**src/asmc_pkg.sv**
```systemverilog
`default_nettype none
package asmc_pkg;
   localparam int ADDR_W = 19;
   localparam int DATA_W = 8;
   localparam int BANK_W = 2;
   localparam int CLK_PERIOD_PS = 25000;
   // slowest speed grade figures, in picoseconds
   localparam int READ_CYCLE_TIME_PS = 120000;
   localparam int ADDR_ACCESS_PS = 120000;
   localparam int WRITE_PULSE_PS = 90000;
   localparam int WRITE_CYCLE_PS = 120000;
   localparam int TURN_OFF_PS = 40000;
   localparam int DATA_OVERLAP_TIME_PS = 45000;
   localparam int ADDR_SETUP_PS = 5000;
   localparam int DESELECT_TO_RETENTION_TIME_PS = 0;
   // least times round up, none below one cycle
   function automatic int cyc_min(input int ps);
      int c;
      c = (ps + CLK_PERIOD_PS - 1) / CLK_PERIOD_PS;
      return (c < 1) ? 1 : c;
   endfunction
   localparam int SETUP_CYC = cyc_min(ADDR_SETUP_PS);
   localparam int ACCESS_CYC = cyc_min(ADDR_ACCESS_PS);
   localparam int RC_CYC = cyc_min(READ_CYCLE_TIME_PS);
   localparam int WP_OE_CYC = cyc_min(TURN_OFF_PS + DATA_OVERLAP_TIME_PS);
   localparam int WP_PLAIN_CYC = cyc_min(WRITE_PULSE_PS);
   localparam int WC_CYC = cyc_min(WRITE_CYCLE_PS);
   localparam int RECOVERY_CYC = RC_CYC;
   // read data passes two flops before the sequencer sees it
   localparam int SYNC_CYC = 2;
   localparam int CNT_W = 4;
   localparam logic [CNT_W-1:0] CNT_ZERO = 4'h0;
   typedef enum logic [2:0] {
      ASMC_IDLE, ASMC_SETUP, ASMC_RD, ASMC_WR, ASMC_HOLD, ASMC_RET,
      ASMC_RECOV
   } asmc_state_t;
endpackage
`default_nettype wire

```
**src/asmc_ctrl.sv**
```systemverilog
`timescale 1ns/1ps
`default_nettype none
module asmc_ctrl (
   input  wire logic                          core_clk,
   input  wire logic                          nrst,
   input  wire logic                          req_valid,
   output logic                               req_ready,
   input  wire logic                          req_write,
   input  wire logic [asmc_pkg::ADDR_W-1:0]   req_addr,
   input  wire logic [asmc_pkg::DATA_W-1:0]   req_wdata,
   input  wire logic                          req_oe_low,
   output logic                               rsp_valid,
   output logic [asmc_pkg::DATA_W-1:0]        rsp_rdata,
   input  wire logic                          retention_req,
   output logic                               retention_active,
   output logic [asmc_pkg::ADDR_W-1:0]        address_inputs,
   output logic                               select_n,
   output logic                               write_n,
   output logic                               out_drive_n,
   input  wire logic [asmc_pkg::DATA_W-1:0]   data_pins_i,
   output logic [asmc_pkg::DATA_W-1:0]        data_pins_o,
   output logic                               data_pins_oe
);
   // -------------------------------------------------------
   // state
   // -------------------------------------------------------
   typedef struct packed {
      asmc_pkg::asmc_state_t             st;
      logic [asmc_pkg::CNT_W-1:0]        cnt;
      logic                              wr;
      logic                              oe_low;
      logic [asmc_pkg::ADDR_W-1:0]       addr;
      logic [asmc_pkg::DATA_W-1:0]       wdata;
      logic [asmc_pkg::DATA_W-1:0]       rdata;
      logic                              rvalid;
      logic                              cs_n;
      logic                              we_n;
      logic                              oe_n;
      logic                              doe;
      logic [asmc_pkg::DATA_W-1:0]       sync1;
      logic [asmc_pkg::DATA_W-1:0]       sync2;
   } asmc_regs_t;

   // idle pins: every strobe released, host drivers off
   localparam asmc_regs_t S_RESET = '{
      st:     asmc_pkg::ASMC_IDLE,
      cnt:    asmc_pkg::CNT_ZERO,
      wr:     1'b0,
      oe_low: 1'b0,
      addr:   '0,
      wdata:  '0,
      rdata:  '0,
      rvalid: 1'b0,
      cs_n:   1'b1,
      we_n:   1'b1,
      oe_n:   1'b1,
      doe:    1'b0,
      sync1:  '0,
      sync2:  '0
   };

   asmc_regs_t s_r;
   asmc_regs_t s_nxt;

   function automatic logic [asmc_pkg::CNT_W-1:0] cnt_of(input int c);
      return asmc_pkg::CNT_W'(c - 1);
   endfunction

   // with output drive low the pulse also covers turn-off plus
   // overlap; it never drops below the plain minimum
   function automatic int wp_cyc(input logic oe_low);
      int c;
      c = asmc_pkg::WP_PLAIN_CYC;
      if (oe_low && asmc_pkg::WP_OE_CYC > c) begin
         c = asmc_pkg::WP_OE_CYC;
      end
      return c;
   endfunction

   // -------------------------------------------------------
   // sequencer
   // -------------------------------------------------------
   always_comb begin
      s_nxt = s_r;
      s_nxt.rvalid = 1'b0;
      // read data passes two flops before use
      s_nxt.sync1 = data_pins_i;
      s_nxt.sync2 = s_r.sync1;
      // counter stops at zero; every state but IDLE and RET tests for zero
      if (s_r.cnt != asmc_pkg::CNT_ZERO) begin
         s_nxt.cnt = s_r.cnt - 4'h1;
      end
      case (s_r.st)
         asmc_pkg::ASMC_IDLE: begin
            s_nxt.cs_n = 1'b1;
            s_nxt.we_n = 1'b1;
            s_nxt.oe_n = 1'b1;
            s_nxt.doe = 1'b0;
            // retention wins over a pending request
            if (retention_req) begin
               s_nxt.st = asmc_pkg::ASMC_RET;
            end else if (req_valid) begin
               // address moves only with both strobes high
               s_nxt.addr = req_addr;
               s_nxt.wdata = req_wdata;
               s_nxt.wr = req_write;
               s_nxt.oe_low = req_oe_low;
               s_nxt.cnt = cnt_of(asmc_pkg::SETUP_CYC);
               s_nxt.st = asmc_pkg::ASMC_SETUP;
            end
         end
         asmc_pkg::ASMC_SETUP: begin
            if (s_r.cnt == asmc_pkg::CNT_ZERO) begin
               s_nxt.cs_n = 1'b0;
               if (s_r.wr) begin
                  // write falls with select; output drive goes low with it when oe_low is set
                  s_nxt.we_n = 1'b0;
                  s_nxt.oe_n = ~s_r.oe_low;
                  // pulse length follows the output drive level
                  s_nxt.cnt = cnt_of(wp_cyc(s_r.oe_low));
                  s_nxt.st = asmc_pkg::ASMC_WR;
               end else begin
                  s_nxt.oe_n = ~s_r.oe_low;
                  // select held through both sync flops on top of access
                  s_nxt.cnt = cnt_of(asmc_pkg::ACCESS_CYC
                                     + asmc_pkg::SYNC_CYC);
                  s_nxt.st = asmc_pkg::ASMC_RD;
               end
            end
         end
         asmc_pkg::ASMC_WR: begin
            // drive data only once memory drivers have turned off
            if (s_r.oe_n || s_r.cnt < cnt_of(asmc_pkg::WP_OE_CYC)) begin
               s_nxt.doe = 1'b1;
            end
            if (s_r.cnt == asmc_pkg::CNT_ZERO) begin
               // write strobe rises first; data held this edge
               s_nxt.we_n = 1'b1;
               // drive strobe off too: memory stays quiet while data holds
               s_nxt.oe_n = 1'b1;
               s_nxt.cnt = cnt_of(asmc_pkg::WC_CYC - wp_cyc(s_r.oe_low));
               s_nxt.st = asmc_pkg::ASMC_HOLD;
            end
         end
         asmc_pkg::ASMC_RD: begin
            if (s_r.cnt == asmc_pkg::CNT_ZERO) begin
               s_nxt.cs_n = 1'b1;
               s_nxt.oe_n = 1'b1;
               s_nxt.rdata = s_r.sync2;
               s_nxt.rvalid = 1'b1;
               s_nxt.cnt = cnt_of(asmc_pkg::RC_CYC - asmc_pkg::ACCESS_CYC
                                  + 1);
               s_nxt.st = asmc_pkg::ASMC_HOLD;
            end
         end
         asmc_pkg::ASMC_HOLD: begin
            // data released a cycle after the write strobe rose
            s_nxt.doe = 1'b0;
            s_nxt.cs_n = 1'b1;
            s_nxt.oe_n = 1'b1;
            if (s_r.cnt == asmc_pkg::CNT_ZERO) begin
               s_nxt.st = asmc_pkg::ASMC_IDLE;
            end
         end
         asmc_pkg::ASMC_RET: begin
            // select kept high: contents held with no clock or refresh
            s_nxt.cs_n = 1'b1;
            if (!retention_req) begin
               s_nxt.cnt = cnt_of(asmc_pkg::RECOVERY_CYC);
               s_nxt.st = asmc_pkg::ASMC_RECOV;
            end
         end
         asmc_pkg::ASMC_RECOV: begin
            if (s_r.cnt == asmc_pkg::CNT_ZERO) begin
               s_nxt.st = asmc_pkg::ASMC_IDLE;
            end
         end
         default: begin
            s_nxt.st = asmc_pkg::ASMC_IDLE;
         end
      endcase
   end

   always_ff @(posedge core_clk or negedge nrst) begin
      if (!nrst) begin
         s_r <= S_RESET;
      end else begin
         s_r <= s_nxt;
      end
   end

   // -------------------------------------------------------
   // outputs
   // -------------------------------------------------------
   // combinational ready: a request is taken in the first idle cycle
   assign req_ready = (s_r.st == asmc_pkg::ASMC_IDLE) && !retention_req;
   assign rsp_valid = s_r.rvalid;
   assign rsp_rdata = s_r.rdata;
   assign retention_active = (s_r.st == asmc_pkg::ASMC_RET);
   assign address_inputs = s_r.addr;
   assign select_n = s_r.cs_n;
   assign write_n = s_r.we_n;
   assign out_drive_n = s_r.oe_n;
   // pins come only from flops, so no glitch reaches the memory
   assign data_pins_o = s_r.wdata;
   assign data_pins_oe = s_r.doe;
endmodule // asmc_ctrl
`default_nettype wire

```
**config.mk**
```make
export PLATFORM = sky130hd
export DESIGN_NAME = asmc_ctrl
export DESIGN_NICKNAME = d
export VERILOG_FILES = /design/src/asmc_pkg.sv /design/src/asmc_ctrl.sv
export SDC_FILE = /design/constraint.sdc
export NUM_CORES = 1
export LEC_CHECK = 0
export ABC_AREA = 1
export BUFFER_PORTS_ARGS = -buffer_cell sky130_fd_sc_hd__buf_4
export CORE_ASPECT_RATIO = 1.2
export CORE_MARGIN = 2
export CORE_UTILIZATION = 47
export CTS_BUF_LIST = sky130_fd_sc_hd__clkbuf_16
export DETAILED_ROUTE_END_ITERATION = 6
export PLACE_DENSITY = 0.83
export SYNTH_ARGS = -nofsm -noshare
export SYNTH_HDL_FRONTEND = slang
export SYNTH_SLANG_ARGS = --single-unit
```
**constraint.sdc**
```tcl
create_clock -name core_clk -period 1.33 [get_ports core_clk]
set_input_delay 0.0665 -clock core_clk [delete_from_list [all_inputs] [get_ports core_clk]]
set_output_delay 0.0665 -clock core_clk [all_outputs]
set_load 0.01 [all_outputs]
```
# ---- Yosys cells after proc, flatten, opt, wreduce, memory -nomap -nowiden
# Cells that the tools add are included.
dict set report word_totals {
  regBits 65
  latchBits 0
  ramBits 0
  rom_bits 0
  inputBits 41
  out_inout_bits 42
  word_cells 76
  mem_count 0
}
dict set report classes {
  add_sub_neg 1
  mul 0
  n_div 0
  n_lt_le_gt_ge 1
  n_eq_ne 15
  shifts 0
  mux 22
  bitwise_logic 2
  reduce_logical 21
}
# cell count
set ops {}
lappend ops {{$mux 36} 1}
lappend ops {{$mux 33} 1}
lappend ops {{$mux 7} 3}
lappend ops {{$pmux 4 s4} 1}
lappend ops {{$pmux 3 s5} 1}
lappend ops {{$ne 2x2->1 const B} 6}
lappend ops {{$eq 3x3->1 const B} 3}
lappend ops {{$mux 3} 3}
lappend ops {{$reduce_and 4->1} 2}
lappend ops {{$reduce_bool 4->1} 2}
lappend ops {{$eq 3x2->1 const B} 2}
lappend ops {{$pmux 1 s3} 2}
lappend ops {{$reduce_and 3->1} 2}
lappend ops {{$reduce_bool 3->1} 2}
lappend ops {{$reduce_or 2->1} 3}
lappend ops {{$mux 5} 1}
lappend ops {{$reduce_and 5->1} 1}
lappend ops {{$logic_not 4->1} 1}
lappend ops {{$lt 4x2->1 const B} 1}
lappend ops {{$mux 1} 4}
lappend ops {{$mux 2} 2}
lappend ops {{$mux 4} 1}
lappend ops {{$ne 2x1->1 const B} 2}
lappend ops {{$pmux 1 s4} 1}
lappend ops {{12 further kinds} 14}

# ---- Logic depth before layout (Yosys ltp)
# Gate-level depths: netlist (run 1).
dict set report logic_depth {
  ltp_word 5
  ltp_mapped 11
  depth_no_buf 9
}

# ---- Least setup slack after synthesis (run 1)
# No wires, ideal clock.
dict set report synth_timing {
  path_type {reg-to-reg}
  startpoint {register s_r[58] (netlist bit)}
  endpoint {register s_r, in the netlist rsp_rdata[0]}
  setup_ns 0.065
  arrival_ns 1.327
  required_time_ns 1.265
  slack_ns -0.062
  path_stages_with_launch 9
  path_buffers 0
  period_less_slack_ns 1.392
  path_cell_list {dfrtp_1 inv_1 ha_1 inv_1 nor2_1 nand2_2 clkinv_1 nand2_1 nand2_1}
}
dict set report synth_via {
  elab_chain_cells 2
}
# item line_no
set synth_lines {}
lappend synth_lines {{from (decl)} asmc_ctrl.sv:62} ;# asmc_regs_t s_r;
lappend synth_lines {{from (signal assigned)} asmc_ctrl.sv:188} ;# s_r <= s_nxt;
lappend synth_lines {{$logic_not 4->1} asmc_ctrl.sv:146} ;# if (s_r.cnt == asmc_pkg::CNT_ZERO) begin
lappend synth_lines {{$reduce_and 2->1 (no source line)} --}
# Every way passes these cells.
# A chain may end at the register's enable or synchronous reset.

# ---- Final worst setup path (run 1)
dict set report layout_timing {
  startpoint {register s_r[63] (netlist bit)}
  endpoint {output port req_ready}
}
dict set report layout_via {
  elab_chain_cells 2
}
# item line_no
set layout_lines {}
lappend layout_lines {{$logic_not 3->1} asmc_ctrl.sv:196} ;# assign req_ready = (s_r.st == asmc_pkg::ASMC_IDLE) && !retention_req;
lappend layout_lines {{$logic_and 1x1->1} asmc_ctrl.sv:196}
lappend layout_lines {{to (decl)} asmc_ctrl.sv:7} ;# output logic req_ready,
# Every way passes these cells.

==> results of run 1 <==
[final cells by class]
class                   instances  area (µm²)
clock buffers                   9         225
clock inverters                 7         100
fillers                       356        1410
inverters                      19        83.8
multi-input cells             200        1080
flip-flops and latches         65        1630
well taps                      82         103
repair buffers                163        1380
[cells in the mapped netlist (3+ instances only)]
master      n
nand2_1   118
dfrtp_1    62
nand3_1    39
buf_4      35
inv_1      15
nor2_1     13
o21ai_0     8
buf_2       6
a21oi_1     4
clkbuf_1    3
dfstp_2     3
ha_1        3
nand4_1     3
nor3_1      3
o21bai_1    3
[tightest hold or removal path: stages]
cell and delay, ps:
buf_4 120, nand3_1 70, nand2_1 60
[routing by layer]
layer	routed length, µm	GRT usage (%)
met1	3150	26.1
met3	476	5.40
met4	250	8.94
met2	4730	45.0
met5	0	0
[report_power, final]
part,switching (µW),internal [µW],total (µW)
Clock,922,1660,2580
Combinational,2700,2420,5120
Sequential,483,2700,3180
[how the worst max path moves through the flow]
stage          startpoint                 end  cells after the start
2_1_floorplan     s_r[63]  address_inputs[16]                     11
3_3_place_gp      s_r[58]             s_r[62]                      7
3_5_place_dp      s_r[58]        rsp_rdata[5]                      8
4_1_cts           s_r[62]           req_ready                      7
5_1_grt           s_r[62]  address_inputs[16]                     10
6_report          s_r[63]           req_ready                      7
[cells in the final DEF, fill, tap and decap left out, types with 2 or more instances in the layout]
| cell | Yosys | final |
|---|---|---|
| nand2_4 | 1 | 6 |
| buf_4 | 35 | 112 |
| dfrtp_1 | 62 | 61 |
| inv_2 | 2 | 6 |
| nand3_1 | 39 | 33 |
| a21oi_1 | 4 | 2 |
| nand2_2 | 2 | 6 |
| o21ai_1 | 0 | 2 |
| nand2_1 | 118 | 108 |
| inv_6 | 0 | 3 |
| nor3_1 | 3 | 2 |
| dfstp_2 | 3 | 3 |
| clkinv_4 | 0 | 3 |
| nand4_1 | 3 | 3 |
| o21ai_0 | 8 | 4 |
| dlygate4sd3_1 | 0 | 38 |
| o21bai_1 | 3 | 3 |
| o21ai_2 | 0 | 2 |
| bufinv_16 | 0 | 2 |
| buf_6 | 2 | 11 |
| nand3_2 | 0 | 6 |
| clkbuf_16 | 0 | 9 |
| inv_1 | 15 | 10 |
| a21oi_2 | 0 | 2 |
| nor2_1 | 13 | 6 |
| nor2_4 | 2 | 8 |
| ha_4 | 0 | 2 |
[sequential cells by signal (all words and copies together) (netlist names)]
signal and count:
select_n 1, out_drive_n 1, data_pins_oe 1, s_r 17, s_nxt 8, address_inputs 19, write_n 1, data_pins_o 8
rsp_rdata 8, rsp_valid 1
[logic make-up (layout without fill, tap and decap cells)]
group / after synthesis / in the layout / synth area share [%]
buffers and inverters: 65 / 198 / 13.6
adders and majority gates: 3 / 3 / 1.28
and+or+nand+nor: 182 / 182 / 26.5
AOI/OAI and AO/OA: 15 / 15 / 2.82
DFF: 65 / 65 / 55.8
[timing repair]
item	CTS	global route
buffers inserted	8	10
hold buffers	38	0
cloned	1	0
gates resized for setup	23	46
endpoints found under the hold margin	102	0
setup endpoints to repair	47	49
pin swaps	5	15
[stage by stage]
stage / worst slack, ps / std cells
after floorplan: -38.8 / 330
after global placement: -36.8 / 472
after detailed placement: -146 / 472
after CTS: -110 / 535
after global routing: -182 / 545
final: -140 / 545
==> flow_metrics.tcl, run 1 <==
set metrics [dict create \
    status "finished with violations" \
    violations "negative setup slack" \
    synthCells 330 \
    relSlewSlack_pct 80.9 \
    core-area_mm2 0.00601 \
    p_per_area_mw_per_mm2 2360 \
    skew_ps 2.86 \
    synth_top_flop_cell "dfrtp_1" \
    insertion_delay_ps 330 \
    drt-total-wl_um 8610 \
    clk_pin_slew_ps 60 \
    syn_area_per_cell_um2 8.86 \
    hp-start "req_valid" \
    drt-pass1-iter-count 4 \
    ioPinCount 83 \
    rsz0062_at_grt "true" \
    via_per_inst 5.04 \
    worstRegToRegCells 10 \
    crit_path_start_kind "flop" \
    dp_hpwl_um 4460 \
    setup_viol 47 \
    leakage_uw 0.00244 \
    final_layout_size_suffix_gt1_share_pct 40.8 \
    synth_edf_count 0 \
    worstSetupPathType "reg2out" \
    grt_overflow 0 \
    worst_pin_slew_ps 286 \
    syn_to_final_growth_pct 57.5 \
    yosys.area.top_type "dfrtp_1" \
    crit_required_ps 1260 \
    antenna_cells 0 \
    hold_ws_ps 29.9 \
    worstPathMaxFanout 3 \
    worstReg2RegStart "s_r[63]" \
    end_kind "output pin" \
    fmax_mhz 680 \
    synth_area_mm2 0.00292 \
    post_dp_cell_area_mm2 0.00352 \
    seq_area_frac_synth_pct 55.8 \
    synth.area.top_cells "dfrtp_1 53%, nand2_1 15%, buf_4 9.0%" \
    row_count 31 \
    cap_viol_max_count 0 \
    synth.distinct_cells 23 \
    gp_congestion 0.879 \
    layout_setup_ws_ps -140 \
    netlist.area_leader.share_pct 53.1 \
    h-tree-depth 3 \
    vdd_drop_max_mv 1.33 \
    fin_nets 502 \
    finalPower_uw 10900 \
    drc 0 \
    path_cells "clkinv_4 -> nand2_4 -> nor2_4 -> inv_2 -> nor2_4 -> buf_6 -> buf_6" \
    dieArea_mm2 0.00687 \
    clock-sinks 65 \
    chipWidth_um 76.0 \
    crit_slowest_cell "dfrtp_1" \
    drtIter0Drc 223 \
    final-hold-violation-count 0 \
    final_area_mm2 0.00460 \
    cts_buffers 9 \
    detail-route-antenna-nets 0 \
    grt_pass1_vias 2683 \
    grt_max_degree 47 \
    yosysWarnings 0 \
    arrival_ps 1400 \
    hold-path-cell-count 3 \
    hp-class "in2reg" \
    fin_crit_ps 1470 \
    hold_end "s_r[56]" \
    r2r_end "address_inputs[16]" \
    synth_nets 374 \
    async_flop_share_pct 100 \
    die_h_um 90.4 \
    max_stage_delay_ps 420 \
    cp_top_family "flip-flops" \
    ys_ff_latch 65 \
    antenna_found_initial 0 \
    worst-path-buf-inv 4 \
    initial_core_util_pct 48.6 \
    grt_util_all_layers_pct 23.9 \
    finalSetupTns_ps -3070 \
    cts_root_buf "clkbuf_16" \
    port_buffers 82 \
    slew_violations 0 \
    fin_util_pct 76.6 \
    wl_per_cell_um 15.8 \
    grt_pass1_wl_um 12800 \
    cts_buffer_depth 2 \
    r2r_setup_slack_ps -110 \
    dr_total_vias 2748 \
    tritoncts "yes" \
    min_period_over_period_pct 111 \
]
(Power assumes the default switching activity.)
==> run 2: changes to the inputs <==
BUFFER_PORTS_ARGS = default   (was -buffer_cell sky130_fd_sc_hd__buf_4)
CORE_UTILIZATION = 32   (was 47)
DONT_BUFFER_PORTS = 1   (was default)
PLACE_DENSITY = 0.54   (was 0.83)
==> run 2 against run 1 <==
The run ends with negative hold slack, negative setup slack left. Critical path depth down 1. Wire length down 22%. Flip-flop and latch count unchanged. Design area down 18%. Register-to-register slack improved by 40 ps. Global-route usage is 10 points lower. Largest cell class unchanged. Largest power group is now sequential cells.
==> flow_metrics.tcl, run 2 (same netlist as run 1, synthesis figures left out) <==
set metrics [dict create \
    final_area_mm2 0.00376 \
    dp_hpwl_um 4020 \
    path_cells "clkinv_4 -> nand2_4 -> nor2_4 -> inv_2 -> nor2_4 -> buf_12" \
    worst_pin_slew_ps 1080 \
    via_per_inst 4.53 \
    gp_congestion 0.808 \
    worstPathMaxFanout 8 \
    post_dp_cell_area_mm2 0.00292 \
    fin_nets 405 \
    worstSetupPathType "reg2out" \
    antenna_found_initial 0 \
    status "finished with violations" \
    setup_viol 37 \
    die_h_um 109 \
    final-hold-violation-count 67 \
    syn_to_final_growth_pct 28.6 \
    nFillCells 864 \
    p_comb_share_pct 34.5 \
    routed.top_layer "met4" \
    path_common_cell "nor2_4" \
    internal_power_uw 5350 \
    cap_viol_max_count 0 \
    layout_setup_ws_ps -76.5 \
    antenna_cells 0 \
    final_layout_size_suffix_gt1_share_pct 20.8 \
    skew_ps 8.20 \
    cts_root_buf "clkbuf_16" \
    drc 0 \
    wl_per_cell_um 13.8 \
    leakage_uw 0.00191 \
    wl_met3_um 459 \
    crit_path_start_kind "flop" \
    clkPwrFrac_pct 25.3 \
    grt_util_all_layers_pct 14.0 \
    cts_buffer_depth 2 \
    grt_max_degree 66 \
    row_count 38 \
    dp_slack_ps -125 \
    tritoncts "yes" \
    seq_area_mm2 0.00163 \
    max_stage_delay_ps 410 \
    drt-total-wl_um 6690 \
    clock-sinks 65 \
    fin_util_pct 41.9 \
    multi_input_area_um2 973 \
    drtIter0Drc 88 \
    final_common_cell "nand2_1" \
    slew_violations 0 \
    grt_overflow 0 \
    p_switching_uw 3300 \
    worst-path-buf-inv 3 \
    grt_pass1_wl_um 10800 \
    min_period_over_period_pct 106 \
    largest_register_ffs 19 \
    vdd_drop_max_mv 1.15 \
    final_cell_mix "111 x nand2_1, 60 x dfrtp_1, 38 x nand3_1, 38 x dlygate4sd3_1, 22 x buf_4" \
    dieArea_mm2 0.00992 \
    detail-route-antenna-nets 0 \
    drt-pass1-iter-count 4 \
    core-area_mm2 0.00899 \
    seqPwrFrac_pct 40.2 \
    chipWidth_um 91.3 \
    crit_required_ps 1260 \
    hold_ws_ps -570 \
    cts_buffers 9 \
    crit_slowest_cell "dfrtp_1" \
    dr_total_vias 2203 \
    relSlewSlack_pct 27.8 \
    grt_pass1_vias 2229 \
    h-tree-depth 3 \
    p_sw_share_pct 38.2 \
    hp-class "in2async" \
    initial_core_util_pct 32.5 \
    rsz0062_at_grt "true" \
    cts_hold_buf 39 \
    insertion_delay_ps 330 \
    wl_met1_um 2760 \
    fin_crit_ps 1410 \
    arrival_ps 1340 \
    ioPinCount 83 \
    violations "negative hold slack, negative setup slack" \
    cp_top_family "flip-flops" \
    port_buffers 0 \
    fmax_mhz 711 \
    route.met2.wl_um 3390 \
    clk_pin_slew_ps 60 \
    p_per_area_mw_per_mm2 2300 \
    end_kind "output pin" \
]
-- run 2: changes by cell type in the layout (fill, tap and decap cells not counted), sizes merged --
| cell | delta |
|---|---|
| buf | -98 |
| clkinvlp | +3 |
| bufinv | -2 |
| dlymetal6s4s | +1 |
| inv | -1 |
-- run 2: layout make-up --
cell class	instances	area share [%]
well taps	120	3.99
multi-input cells	200	25.9
repair buffers	66	17.2
clock inverters	7	1.43
clock buffers	9	5.99
flip-flops and latches	65	43.4
inverters	19	2.06
-- run 2: worst paths after layout --
kind / from / endpoint / slack, ps / cells past startpoint
min in group core_clk: retention_req / s_r[60] / 0 / 4
hold reg to reg: s_nxt[2] / s_r[2] / 340 / 0
setup / recovery: s_r[63] / req_ready / -80 / 6
hold / removal: nrst / s_r[60] / -570 / 0
setup reg to reg: s_r[63] / address_inputs[17] / -70 / 9
max in group asynchronous: nrst / select_n / 1710 / 0
-- run 2: repair_timing --
item / 4_1_cts / 5_1_grt
endpoints found under the hold margin: 104 / 65
buffers inserted: 4 / 3
pin swaps: 5 / 10
setup endpoints to repair: 18 / 49
gates cloned: 2 / 0
resized for setup: 15 / 18
-- run 2: routing by layer --
layer | vias to the layer above | global-route usage [%]
met2 | 81 | 24.3
li1 | 1063 | -
met4 | 0 | 5.19
met5 | - | 0
met3 | 10 | 5.04
met1 | 1049 | 15.8
-- run 2: worst reg2reg max path: stages (launching register included) --
cell      delay, ps
dfrtp_1         410
clkinv_4         70
nand2_4          60
nor2_4           90
inv_2            60
nor2_4          160
nand2_2          90
buf_12          170
nand2_1          90
nand2_1          70
-- run 2: through the flow --
step	cells	TNS (ps)	power, µW
6_report	486	-939	8650
5_1_grt	486	-4180	9270
4_1_cts	484	-2280	8610
3_5_place_dp	423	-1040	5920
3_3_place_gp	423	-567	5870
2_1_floorplan	330	-515	5690
-- run 2: power groups by stage --
stage                     sequential (µW)  clock, µW  combinational (µW)
after floorplan                      3050          0                2650
after global placement               3490          0                2380
after detailed placement             3490          0                2440
after CTS                            3480       2250                2880
after global routing                 3570       2330                3370
final                                3480       2190                2980
==> run 3: changes to the inputs <==
SKIP_LAST_GASP = 1   (was default)
==> run 3 against run 2 <==
The flow still finishes with violations (negative hold slack, negative setup slack). Flip-flop and latch count unchanged. Non-clock buffer count unchanged. Worst setup slack about the same. Global-route usage about the same. Worst hold slack about the same. Sequential share of layout area up 0.087 points. Clock power about the same.
==> flow_metrics.tcl, run 3 (same netlist as run 1, synthesis figures left out) <==
set metrics [dict create \
    status "finished with violations" \
    violations "negative hold slack, negative setup slack" \
    grt_max_degree 66 \
    worst_pin_slew_ps 1080 \
    end_kind "output pin" \
    final_layout_size_suffix_gt1_share_pct 19.9 \
    via_per_inst 4.54 \
    ioPinCount 83 \
    clock-sinks 65 \
    syn_to_final_growth_pct 28.4 \
    min_period_over_period_pct 106 \
    cap_viol_max_count 0 \
    fin_nets 405 \
    grt_overflow 0 \
    clkPwrFrac_pct 25.3 \
    layout_setup_ws_ps -76.4 \
    antenna_found_initial 0 \
    seqPwrFrac_pct 40.2 \
    grt_pass1_vias 2229 \
    gp_congestion 0.808 \
    post_dp_cell_area_mm2 0.00292 \
    antenna_cells 0 \
    p_comb_share_pct 34.4 \
    cts_buffers 9 \
    detail-route-antenna-nets 0 \
    dp_hpwl_um 4020 \
    final_cell_mix "114 x nand2_1, 60 x dfrtp_1, 38 x nand3_1, 38 x dlygate4sd3_1, 22 x buf_4" \
    skew_ps 8.20 \
    cp_top_family "flip-flops" \
    core-area_mm2 0.00899 \
    tritoncts "yes" \
    crit_required_ps 1260 \
    p_per_area_mw_per_mm2 2300 \
    cts_root_buf "clkbuf_16" \
    slew_violations 0 \
    dieArea_mm2 0.00992 \
    largest_register_ffs 19 \
    relSlewSlack_pct 27.8 \
    fin_util_pct 41.8 \
    crit_path_start_kind "flop" \
    cts_hold_buf 39 \
    hp-class "in2async" \
    setup_viol 37 \
    internal_power_uw 5340 \
    h-tree-depth 3 \
    insertion_delay_ps 330 \
    cts_buffer_depth 2 \
    final_common_cell "nand2_1" \
    worstPathMaxFanout 8 \
    vdd_drop_max_mv 1.15 \
    final-hold-violation-count 67 \
    crit_slowest_cell "dfrtp_1" \
    fmax_mhz 711 \
    drc 0 \
    final_area_mm2 0.00375 \
    rsz0062_at_grt "true" \
    chipWidth_um 91.3 \
    dp_slack_ps -125 \
    drt-total-wl_um 6680 \
    path_common_cell "nor2_4" \
    worstSetupPathType "reg2out" \
    p_sw_share_pct 38.1 \
    max_stage_delay_ps 410 \
    hold_ws_ps -570 \
    initial_core_util_pct 32.5 \
    dr_total_vias 2205 \
    p_switching_uw 3290 \
    grt_util_all_layers_pct 14.0 \
    path_cells "clkinv_4 -> nand2_4 -> nor2_4 -> inv_2 -> nor2_4 -> buf_12" \
    grt_pass1_wl_um 10800 \
    port_buffers 0 \
    drtIter0Drc 89 \
    arrival_ps 1340 \
    die_h_um 109 \
    clk_pin_slew_ps 60 \
    fin_crit_ps 1410 \
    row_count 38 \
    drt-pass1-iter-count 4 \
    wl_per_cell_um 13.7 \
    worst-path-buf-inv 3 \
    leakage_uw 0.00191 \
]
run 3: cell types whose count changed in the layout (fill, tap and decap cells not counted):
cell / previous run / this run
nand2_1: 111 / 114
nand2_2: 7 / 4
run 3: power groups by stage:
stage               clock [µW]  sequential, µW  combinational [µW]
floorplan                    0            3050                2650
global placement             0            3490                2380
detailed placement           0            3490                2440
CTS                       2250            3470                2870
global route              2330            3560                3350
finish                    2190            3470                2970
run 3: layer usage:
metal | up-vias | global-route usage [%] | share of wire, %
met2 | 81 | 24.3 | 51
met4 | 0 | 5.19 | 1.2
met5 | - | 0 | 0
li1 | 1064 | - | -
met3 | 10 | 5.04 | 6.9
met1 | 1050 | 15.8 | 41
run 3: path summary, 6_finish.rpt:
kind / start / endpoint / slack [ps] / depth (start not counted)
hold reg to reg: s_nxt[2] / s_r[2] / 340 / 0
max in group asynchronous: nrst / select_n / 1710 / 0
setup / recovery: s_r[63] / req_ready / -80 / 6
hold / removal: nrst / s_r[60] / -570 / 0
setup reg to reg: s_r[63] / address_inputs[17] / -60 / 9
min in group core_clk: retention_req / s_r[60] / 0 / 4
run 3: through the flow:
stage	power [µW]	setup TNS, ps	std cells
floorplan	5690	-515	330
global placement	5870	-567	423
detailed placement	5920	-1040	423
CTS	8590	-2290	484
global route	9250	-4120	486
finish	8630	-878	486
run 3: cell type report:
| class | count | area [µm²] |
|---|---|---|
| fillers | 864 | 5230 |
| flip-flops and latches | 65 | 1630 |
| multi-input cells | 200 | 966 |
| repair buffers | 66 | 648 |
| clock buffers | 9 | 225 |
| well taps | 120 | 150 |
| inverters | 19 | 77.6 |
| clock inverters | 7 | 53.8 |
run 3: worst register-to-register path: stages (launching register included):
cell and delay, ps:
dfrtp_1 410, clkinv_4 70, nand2_4 60, nor2_4 90
inv_2 60, nor2_4 160, nand2_2 90, buf_12 170
nand2_1 90, nand2_1 70
run 3: repair_timing:
item	CTS	global route
gates resized for setup	12	18
hold endpoints to repair	104	65
pin swaps	5	10
setup buffers	4	3
setup endpoints to repair	18	49
cloned	2	0
